### config.mk
export PLATFORM = sky130hd
export DESIGN_NAME = external_memory_bus_interface
export DESIGN_NICKNAME = d
export VERILOG_FILES = /design/src/ext_bus_pkg.sv /design/src/external_memory_bus_interface.sv /design/src/lane_mapper.sv
export VERILOG_INCLUDE_DIRS = /design/src
export SDC_FILE = /design/constraint.sdc
export NUM_CORES = 1
export LEC_CHECK = 0
export ABC_AREA = 1
export BUFFER_PORTS_ARGS = -buffer_cell sky130_fd_sc_hd__buf_2
export CORE_MARGIN = 2
export CORE_UTILIZATION = 45
export DETAILED_ROUTE_END_ITERATION = 8
export PLACE_DENSITY = 0.81
export SYNTH_ARGS = -nofsm -noshare
export SYNTH_HDL_FRONTEND = slang
export SYNTH_SLANG_ARGS = --single-unit
### constraint.sdc
create_clock -name clk_sys -period 2.7 [get_ports clk_sys]
set_clock_uncertainty 0.05 [all_clocks]
set_input_delay 0.675 -clock clk_sys [delete_from_list [all_inputs] [get_ports clk_sys]]
set_output_delay 0.675 -clock clk_sys [all_outputs]
set_load 0.05 [all_outputs]
### src/ext_bus_map.svh
// offsets, field positions, reset values and codes of the external bus interface
// assumes a 32-bit register port with byte offsets on an 8-bit address
// Summary of operation
// addresses leave on a 24-bit output port that can float.
// data moves on a 32-bit two-way port, driven on writes, sampled on reads.
// read_not_write is high for every read and low for every write.
// peripheral accesses use their own I/O strobe, apart from both memory strobe sets.
// two memory strobe sets, four byte-lane enables each, one per byte at 32 bits.
// for 8- and 16-bit memory, lane 3 becomes the lowest address bit.
// for 8-bit memory only, lane 2 becomes a further low address bit.
// a transaction ends only once the external side signals ready.
// on a hold request, any transaction under way is finished first.
// once the hold is granted, address, data, strobes and read_not_write float.
// while held, no transactions run until request lifts or hold is ignored.
// hold grant goes low on a low request, showing bus floating and suspended.
// hold grant goes high with a high request and stays high while ignoring holds.
// program width select low fetches each instruction as one 32-bit word.
// program width select high fetches two 16-bit halves and joins them.
// program width select during reset sets both bus-control reset values.
// bus outputs float under shutdown; address and data also float in reset.
// a bus master waits for the grant before driving and releases before lifting.
`ifndef EXT_BUS_MAP_SVH
`define EXT_BUS_MAP_SVH

`define OFF_CTRL_A 8'h00
`define OFF_CTRL_B 8'h04
`define OFF_STATUS 8'h08

`define CTRL_HOLD_IGNORE 0
`define CTRL_WIDTH_LO 1
`define CTRL_PRG16 3
`define CTRL_MASK 32'h0000000F

`define CTRL_RESET_PRG32 32'h00000000
`define CTRL_RESET_PRG16 32'h0000000A

`define WIDTH_32 2'h0
`define WIDTH_16 2'h1
`define WIDTH_8 2'h2

`define STAT_ACCESS 0
`define STAT_HELD 1
`define STAT_HOLD_PENDING 2

`endif

### src/ext_bus_pkg.sv
// types shared by the external bus interface and its bench
// assumes ext_bus_map.svh for the numeric constants
package ext_bus_pkg;

  typedef enum logic [1:0] {
    ST_IDLE = 2'b00,
    ST_ACCESS = 2'b01,
    ST_HELD = 2'b10
  } bus_state_t;

  typedef struct packed {
    logic write;
    logic io;
    logic set_b;
    logic fetch;
    logic [23:0] addr;
    logic [31:0] data;
    logic [3:0] lanes;
  } bus_req_t;

  typedef struct packed {
    logic [31:0] ctrl_a;
    logic [31:0] ctrl_b;
    logic [31:0] reg_rdata;
    bus_state_t state;
    bus_req_t req;
    logic [1:0] width;
    logic [1:0] beat;
    logic [31:0] rdata;
    logic rsp_valid;
  } ctrl_state_t;

endpackage

### src/external_memory_bus_interface.sv
// external memory and peripheral bus sequencer with hold handshake
// assumes requests and register accesses are synchronous to clk_sys;
// the pad ring resolves each pin from its value and output enable
`timescale 1ns/1ns
`include "ext_bus_map.svh"
module external_memory_bus_interface (
  // clock and reset
  input wire logic clk_sys,
  input wire logic reset,
  // register port
  input wire logic [7:0] reg_addr,
  input wire logic [31:0] reg_wdata,
  input wire logic reg_write,
  input wire logic reg_read,
  output logic [31:0] reg_rdata,
  // internal request side
  input wire logic req_valid,
  output logic req_ready,
  input wire ext_bus_pkg::bus_req_t req_in,
  output logic rsp_valid,
  output logic [31:0] rsp_rdata,
  // address and data pins
  output logic [23:0] addr_out,
  output logic addr_oe,
  input wire logic [31:0] data_in,
  output logic [31:0] data_out,
  output logic data_oe,
  // strobes and direction
  output logic read_not_write,
  output logic read_not_write_oe,
  output logic peripheral_io_strobe_n,
  output logic peripheral_io_strobe_oe,
  output logic [3:0] memory_strobe_set_a_lanes,
  output logic [3:0] memory_strobe_set_b_lanes,
  output logic memory_strobe_oe,
  // handshake and control pins
  input wire logic ready_in,
  input wire logic hold_request_n,
  output logic bus_hold_grant_n,
  output logic bus_hold_grant_oe,
  input wire logic program_width_select,
  input wire logic shutdown_high_z
);

  ext_bus_pkg::ctrl_state_t cur;
  ext_bus_pkg::ctrl_state_t next_cur;

  logic hold_ignore;
  logic hold_take;
  logic in_access;
  logic in_held;
  logic accept;
  logic beat_done;
  logic last;
  logic bus_drive;
  logic [1:0] accept_width;
  logic [4:0] shift;
  logic set_a_active;
  logic set_b_active;

  // last beat index for a given memory width
  function automatic logic [1:0] last_beat(input logic [1:0] w);
    case (w)
      `WIDTH_16: last_beat = 2'h1;
      `WIDTH_8: last_beat = 2'h3;
      default: last_beat = 2'h0;
    endcase
  endfunction

  // bit offset of the current beat inside the 32-bit word
  function automatic logic [4:0] beat_shift(input logic [1:0] w, input logic [1:0] b);
    case (w)
      `WIDTH_16: beat_shift = {b[0], 4'h0};
      `WIDTH_8: beat_shift = {b, 3'h0};
      default: beat_shift = 5'h00;
    endcase
  endfunction

  // reserved code 3 behaves as 32-bit so a bad write cannot hang the bus
  function automatic logic [1:0] clean_width(input logic [31:0] ctrl);
    logic [1:0] w;
    w = ctrl[`CTRL_WIDTH_LO +: 2];
    clean_width = (w == `WIDTH_8 || w == `WIDTH_16) ? w : `WIDTH_32;
  endfunction

  always_comb begin
    hold_ignore = cur.ctrl_a[`CTRL_HOLD_IGNORE];
    hold_take = ~hold_request_n & ~hold_ignore;
    in_access = (cur.state == ext_bus_pkg::ST_ACCESS);
    in_held = (cur.state == ext_bus_pkg::ST_HELD);
    // a pending hold is taken before a new request, never mid-transaction
    req_ready = (cur.state == ext_bus_pkg::ST_IDLE) & ~hold_take & ~reset;
    accept = req_valid & req_ready;
    beat_done = in_access & ready_in;
    last = (cur.beat == last_beat(cur.width));
    shift = beat_shift(cur.width, cur.beat);
    if (req_in.io) begin
      accept_width = `WIDTH_32;
    end else if (req_in.fetch) begin
      // program width follows the fetch-width bit, not the data width
      accept_width = cur.ctrl_a[`CTRL_PRG16] ? `WIDTH_16 : `WIDTH_32;
    end else begin
      accept_width = req_in.set_b ? clean_width(cur.ctrl_b) : clean_width(cur.ctrl_a);
    end
  end

  always_comb begin
    next_cur = cur;
    next_cur.rsp_valid = 1'b0;
    next_cur.reg_rdata = 32'h00000000;
    if (reg_read) begin
      case (reg_addr)
        `OFF_CTRL_A: next_cur.reg_rdata = cur.ctrl_a;
        `OFF_CTRL_B: next_cur.reg_rdata = cur.ctrl_b;
        `OFF_STATUS: begin
          next_cur.reg_rdata[`STAT_ACCESS] = in_access;
          next_cur.reg_rdata[`STAT_HELD] = in_held;
          next_cur.reg_rdata[`STAT_HOLD_PENDING] = hold_take;
        end
        default: next_cur.reg_rdata = 32'h00000000;
      endcase
    end
    if (reg_write) begin
      case (reg_addr)
        `OFF_CTRL_A: next_cur.ctrl_a = reg_wdata & `CTRL_MASK;
        `OFF_CTRL_B: next_cur.ctrl_b = reg_wdata & `CTRL_MASK;
        default: next_cur.ctrl_a = cur.ctrl_a;
      endcase
    end
    case (cur.state)
      ext_bus_pkg::ST_IDLE: begin
        if (hold_take) begin
          next_cur.state = ext_bus_pkg::ST_HELD;
        end else if (accept) begin
          next_cur.state = ext_bus_pkg::ST_ACCESS;
          next_cur.req = req_in;
          next_cur.width = accept_width;
          next_cur.beat = 2'h0;
          next_cur.rdata = 32'h00000000;
        end
      end
      ext_bus_pkg::ST_ACCESS: begin
        if (beat_done) begin
          if (!cur.req.write) begin
            case (cur.width)
              `WIDTH_16: next_cur.rdata[shift +: 16] = data_in[15:0];
              `WIDTH_8: next_cur.rdata[shift +: 8] = data_in[7:0];
              default: next_cur.rdata = data_in;
            endcase
          end
          if (last) begin
            next_cur.rsp_valid = 1'b1;
            // hold waits for the whole word, all beats included
            next_cur.state = hold_take ? ext_bus_pkg::ST_HELD : ext_bus_pkg::ST_IDLE;
          end else begin
            next_cur.beat = cur.beat + 2'h1;
          end
        end
      end
      ext_bus_pkg::ST_HELD: begin
        if (!hold_take) begin
          next_cur.state = ext_bus_pkg::ST_IDLE;
        end
      end
      default: next_cur.state = ext_bus_pkg::ST_IDLE;
    endcase
    if (reset) begin
      next_cur = '0;
      next_cur.state = ext_bus_pkg::ST_IDLE;
      // strap is sampled by the clocked reset, every reset cycle
      next_cur.ctrl_a = program_width_select ? `CTRL_RESET_PRG16 : `CTRL_RESET_PRG32;
      next_cur.ctrl_b = program_width_select ? `CTRL_RESET_PRG16 : `CTRL_RESET_PRG32;
    end
  end

  always_ff @(posedge clk_sys) begin
    cur <= next_cur;
  end

  always_comb begin
    set_a_active = in_access & ~cur.req.io & ~cur.req.set_b;
    set_b_active = in_access & ~cur.req.io & cur.req.set_b;
    // ignoring holds keeps the grant high even before the state leaves held
    bus_drive = ~shutdown_high_z & ~(in_held & ~hold_ignore);
    reg_rdata = cur.reg_rdata;
    rsp_valid = cur.rsp_valid;
    rsp_rdata = cur.rdata;
    addr_out = cur.req.addr;
    addr_oe = bus_drive & ~reset;
    data_out = cur.req.data >> shift;
    data_oe = bus_drive & ~reset & in_access & cur.req.write;
    read_not_write = ~(in_access & cur.req.write);
    read_not_write_oe = bus_drive;
    peripheral_io_strobe_n = ~(in_access & cur.req.io);
    peripheral_io_strobe_oe = bus_drive;
    memory_strobe_oe = bus_drive;
    bus_hold_grant_n = ~(in_held & ~hold_ignore);
    bus_hold_grant_oe = ~shutdown_high_z;
  end

  logic [3:0] fetch_lanes_a;
  logic [3:0] fetch_lanes_b;
  assign fetch_lanes_a = cur.req.fetch ? 4'hF : cur.req.lanes;
  assign fetch_lanes_b = cur.req.fetch ? 4'hF : cur.req.lanes;

  lane_mapper u_lanes_a (
    .width(cur.width),
    .beat(cur.beat),
    .lanes(fetch_lanes_a),
    .active(set_a_active),
    .lanes_n(memory_strobe_set_a_lanes)
  );

  lane_mapper u_lanes_b (
    .width(cur.width),
    .beat(cur.beat),
    .lanes(fetch_lanes_b),
    .active(set_b_active),
    .lanes_n(memory_strobe_set_b_lanes)
  );
endmodule // external_memory_bus_interface

### src/lane_mapper.sv
// maps one memory strobe set onto its four lane pins for the current width
// assumes width, beat and lane mask come from registered state
`timescale 1ns/1ns
`include "ext_bus_map.svh"
module lane_mapper (
  // access description
  input wire logic [1:0] width,
  input wire logic [1:0] beat,
  input wire logic [3:0] lanes,
  input wire logic active,
  // pins, enables active low except where they carry address
  output logic [3:0] lanes_n
);
  logic [1:0] half;

  always_comb begin
    half = beat[0] ? lanes[3:2] : lanes[1:0];
    case (width)
      `WIDTH_16: begin
        lanes_n[3] = beat[0];
        lanes_n[2] = ~active;
        lanes_n[1:0] = ~(half & {2{active}});
      end
      `WIDTH_8: begin
        lanes_n[3] = beat[0];
        lanes_n[2] = beat[1];
        lanes_n[1] = 1'b1;
        lanes_n[0] = ~(active & lanes[beat]);
      end
      default: begin
        lanes_n = ~(lanes & {4{active}});
      end
    endcase
  end
endmodule // lane_mapper

==> results.yml <==
critical_path:
  crit_family: "buffers and inverters"
  critPathMaxFanout: 6
  r2r.worst_path.cells: 18
  cp_slowest_cell: "dfxtp_4"
  start_kind: "flop"
  cp_num_cells: 8
  crit_path_max_incr_delay_ns: 0.35
  path_cells: "ha_4 > inv_1 > nand2_8 > buf_12 > buf_16 > o211ai_1 > o21ai_4 > buf_6"
  crit_type: "flop to output port"
  required_ns: 1.98
  critPathArrivalTime_ns: 1.97
  critPathBufInv: 4
  cp-end-kind: "output port"
power:
  power_density_nw_per_um2: 525
  p_total_w: 0.00515
  p_sw_w: 0.00174
  p_int_w: 0.00341
  swShare: 0.338
  power.leakage_nw: 4.67
  ir_drop_uv: 401
  p_comb_frac: 0.209
  p_seq_frac: 0.362
  pwr-share-clk: 0.429
clock_tree:
  cts_tree: "yes"
  clock_sinks: 115
  cts_buffers: 17
  hold_buffers: 0
  clock_latency_ns: 0.42
  path_clk_slew_ns: 0.06
  cts_buffer_depth: 2
  cts_max_level: 4
  cts_root_buf: "clkbuf_16"
synth:
  avgSynthCellArea_um2: 6.07
  async_flop_share: 0
  synth_top_area_share: 0.276
  netlist_instances: 1279
  synthFlopType: "dfxtp_1"
  synth_edf_count: 8
  synth_seq_area_share: 0.307
  synthTopCellsByArea: "dfxtp_1, nand2_1, buf_4"
  synthesis.area_um2: 7760
  synth-seq-cells: 115
  synth_cell_type_count: 37
  yosys.area.top_type: "dfxtp_1"
  synth_warnings: 0
finish:
  nNetsFinal: 1587
  n_antenna_cell: 0
  final_area_um2: 9820
  layout-drive-gt1-share: 0.255
  area_growth_pct: 26.5
sta:
  period_share: 0.997
  setup_tns_ns: 0
  relSlewSlack: 0.654
  slew_violations: 0
  worst_pin_slew_ns: 0.518
  fin_crit_ns: 2.69
  rsz0062_at_grt: "true"
  max_freq_mhz: 371
  finalSetupViolations: 0
  hold_viol: 0
job:
  max-cap-violations: 0
global_routing:
  antenna_found_initial: 0
  grt_pass1_vias: 7414
  grt_pass1_wl_um: 36400
  grt_max_degree: 84
  track_usage: 0.249
  grt_overflow_total: 0
route:
  wl_per_cell_um: 14.0
  num_vias: 8393
  drtIter0Drc: 619
  routed_wl_um: 23400
  ant_nets: 0
  drc: 0
  first_pass_iters: 7
  vias_per_cell: 5.02
run_status:
  run_status: "finished, final reports clean"
worst_hold_path:
  min_path_type: "primary input to flop"
  hold_depth: 3
die:
  io_pins: 284
  die_area_um2: 18300
  rows: 48
  start_util: 0.455
  core_area_um2: 17100
  die_x_um: 135
  die_y_um: 135
placed_design:
  place.gp.congestion: 0.995
  placed_cell_area_um2: 8650
  dp_hpwl_um: 16300
  io_buffers: 227
[power groups by stage]
stage / clock network, W / registers, W / logic (W)
3_3_place_gp: 0 / 0.00190 / 0.000999
6_report: 0.00221 / 0.00187 / 0.00108
2_1_floorplan: 0 / 0.00188 / 0.000824
3_5_place_dp: 0 / 0.00190 / 0.00101
5_1_grt: 0.00232 / 0.00188 / 0.00116
4_1_cts: 0.00224 / 0.00186 / 0.00106
[registers in the layout (all words and copies together), names as in the netlist]
signal / count
cur: 54
reg_rdata: 4
rsp_valid: 1
rsp_rdata: 32
addr_out: 24
[kinds of logic (layout without fill, tap and decap cells)]
kind of cell | Yosys count | count (layout) | share of synthesized area
flops | 115 | 115 | 0.307
simple gates | 687 | 687 | 0.356
xor+xnor | 1 | 1 | 0.00113
fa+ha+maj | 8 | 8 | 0.0129
compound gates | 210 | 210 | 0.146
other cells | 1 | 28 | 0.000483
buf+inv | 257 | 398 | 0.176
[what timing repair did]
| action | in CTS | in global routing |
|---|---|---|
| pin swaps | 5 | 4 |
| setup endpoints to repair | 34 | 53 |
| buffers inserted | 8 | 1 |
| gates cloned | 4 | 1 |
| gates resized for setup | 77 | 41 |
[cell usage in the layout (no fill, tap or decap), types with 8 or more instances in the layout]
cell,instances
conb_1,28
edfxtp_1,8
nor2_1,176
nand3_1,89
o21ai_1,9
dfxtp_1,104
o211ai_1,15
buf_6,23
clkbuf_16,18
nand2_1,388
o21ai_2,11
buf_2,191
o21ai_0,56
buf_4,41
inv_1,81
a21oi_1,102
nor2_2,10
[routing by layer]
layer / vias up / track usage / wire length (um) / share of wire
met3: 39 / 0.0681 / 1920 / 0.082
met5: - / 0 / 0 / 0
met4: 0 / 0.0828 / 512 / 0.022
met2: 362 / 0.435 / 11600 / 0.50
li1: 4273 / - / - / -
met1: 3719 / 0.296 / 9320 / 0.40
[synthesized netlist by cell type, types with 8 or more instances]
library cell / n
nand2_1: 392
nor2_1: 185
dfxtp_1: 107
a21oi_1: 104
buf_4: 95
nand3_1: 90
inv_1: 85
o21ai_0: 80
clkbuf_1: 38
buf_2: 24
o211ai_1: 15
nor3_1: 9
edfxtp_1: 8
ha_1: 8
[worst register-to-register path: stages (launching register included)]
cell and delay, ns:
dfxtp_2 0.33, inv_2 0.04, ha_4 0.16, ha_4 0.16
inv_2 0.06, nand2_4 0.06, nand2_8 0.11, buf_6 0.12
buf_16 0.18, ha_1 0.25, inv_4 0.11, nand2_1 0.16
inv_1 0.08, nand2_1 0.09, nand2_1 0.05, a21oi_1 0.12
nand2_1 0.10, nand2_1 0.08, a21oi_1 0.06
[path summary, 6_finish.rpt]
kind,from,end,slack (ns)
worst max-delay path,cur[36]$_SDFFE_PP0P_,data_out[9],0.008
worst min-delay path,req_in[52],addr_out[16]$_SDFFE_PP0P_,0.40
worst max register to register,cur[35]$_SDFFE_PP0P_,rsp_rdata[14]$_SDFFE_PP0P_,0.19
worst min register to register,cur[41]$_SDFFE_PP0P_,cur[41]$_SDFFE_PP0P_,0.40
[cell type report]
type | instances | area (um2)
clock buffer | 17 | 425
clock inverter | 15 | 145
fill | 1592 | 7240
inverter | 91 | 355
multi-input combinational | 934 | 4370
sequential | 115 | 2390
tap | 225 | 282
timing repair buffer | 275 | 1860
[per-stage QoR]
step / util / worst slack [ns] / hold slack [ns] / std cells
after floorplan: - / -0.286 / 0.380 / 1306
after global placement: 0.507 / 0.163 / 0.390 / 1627
after detailed placement: 0.507 / 0.115 / 0.395 / 1627
after CTS: 0.566 / -0.00683 / 0.383 / 1670
after global routing: 0.576 / -0.0760 / 0.385 / 1672
final: 0.576 / 0.00791 / 0.397 / 1672
(Power assumes the default switching activity.)
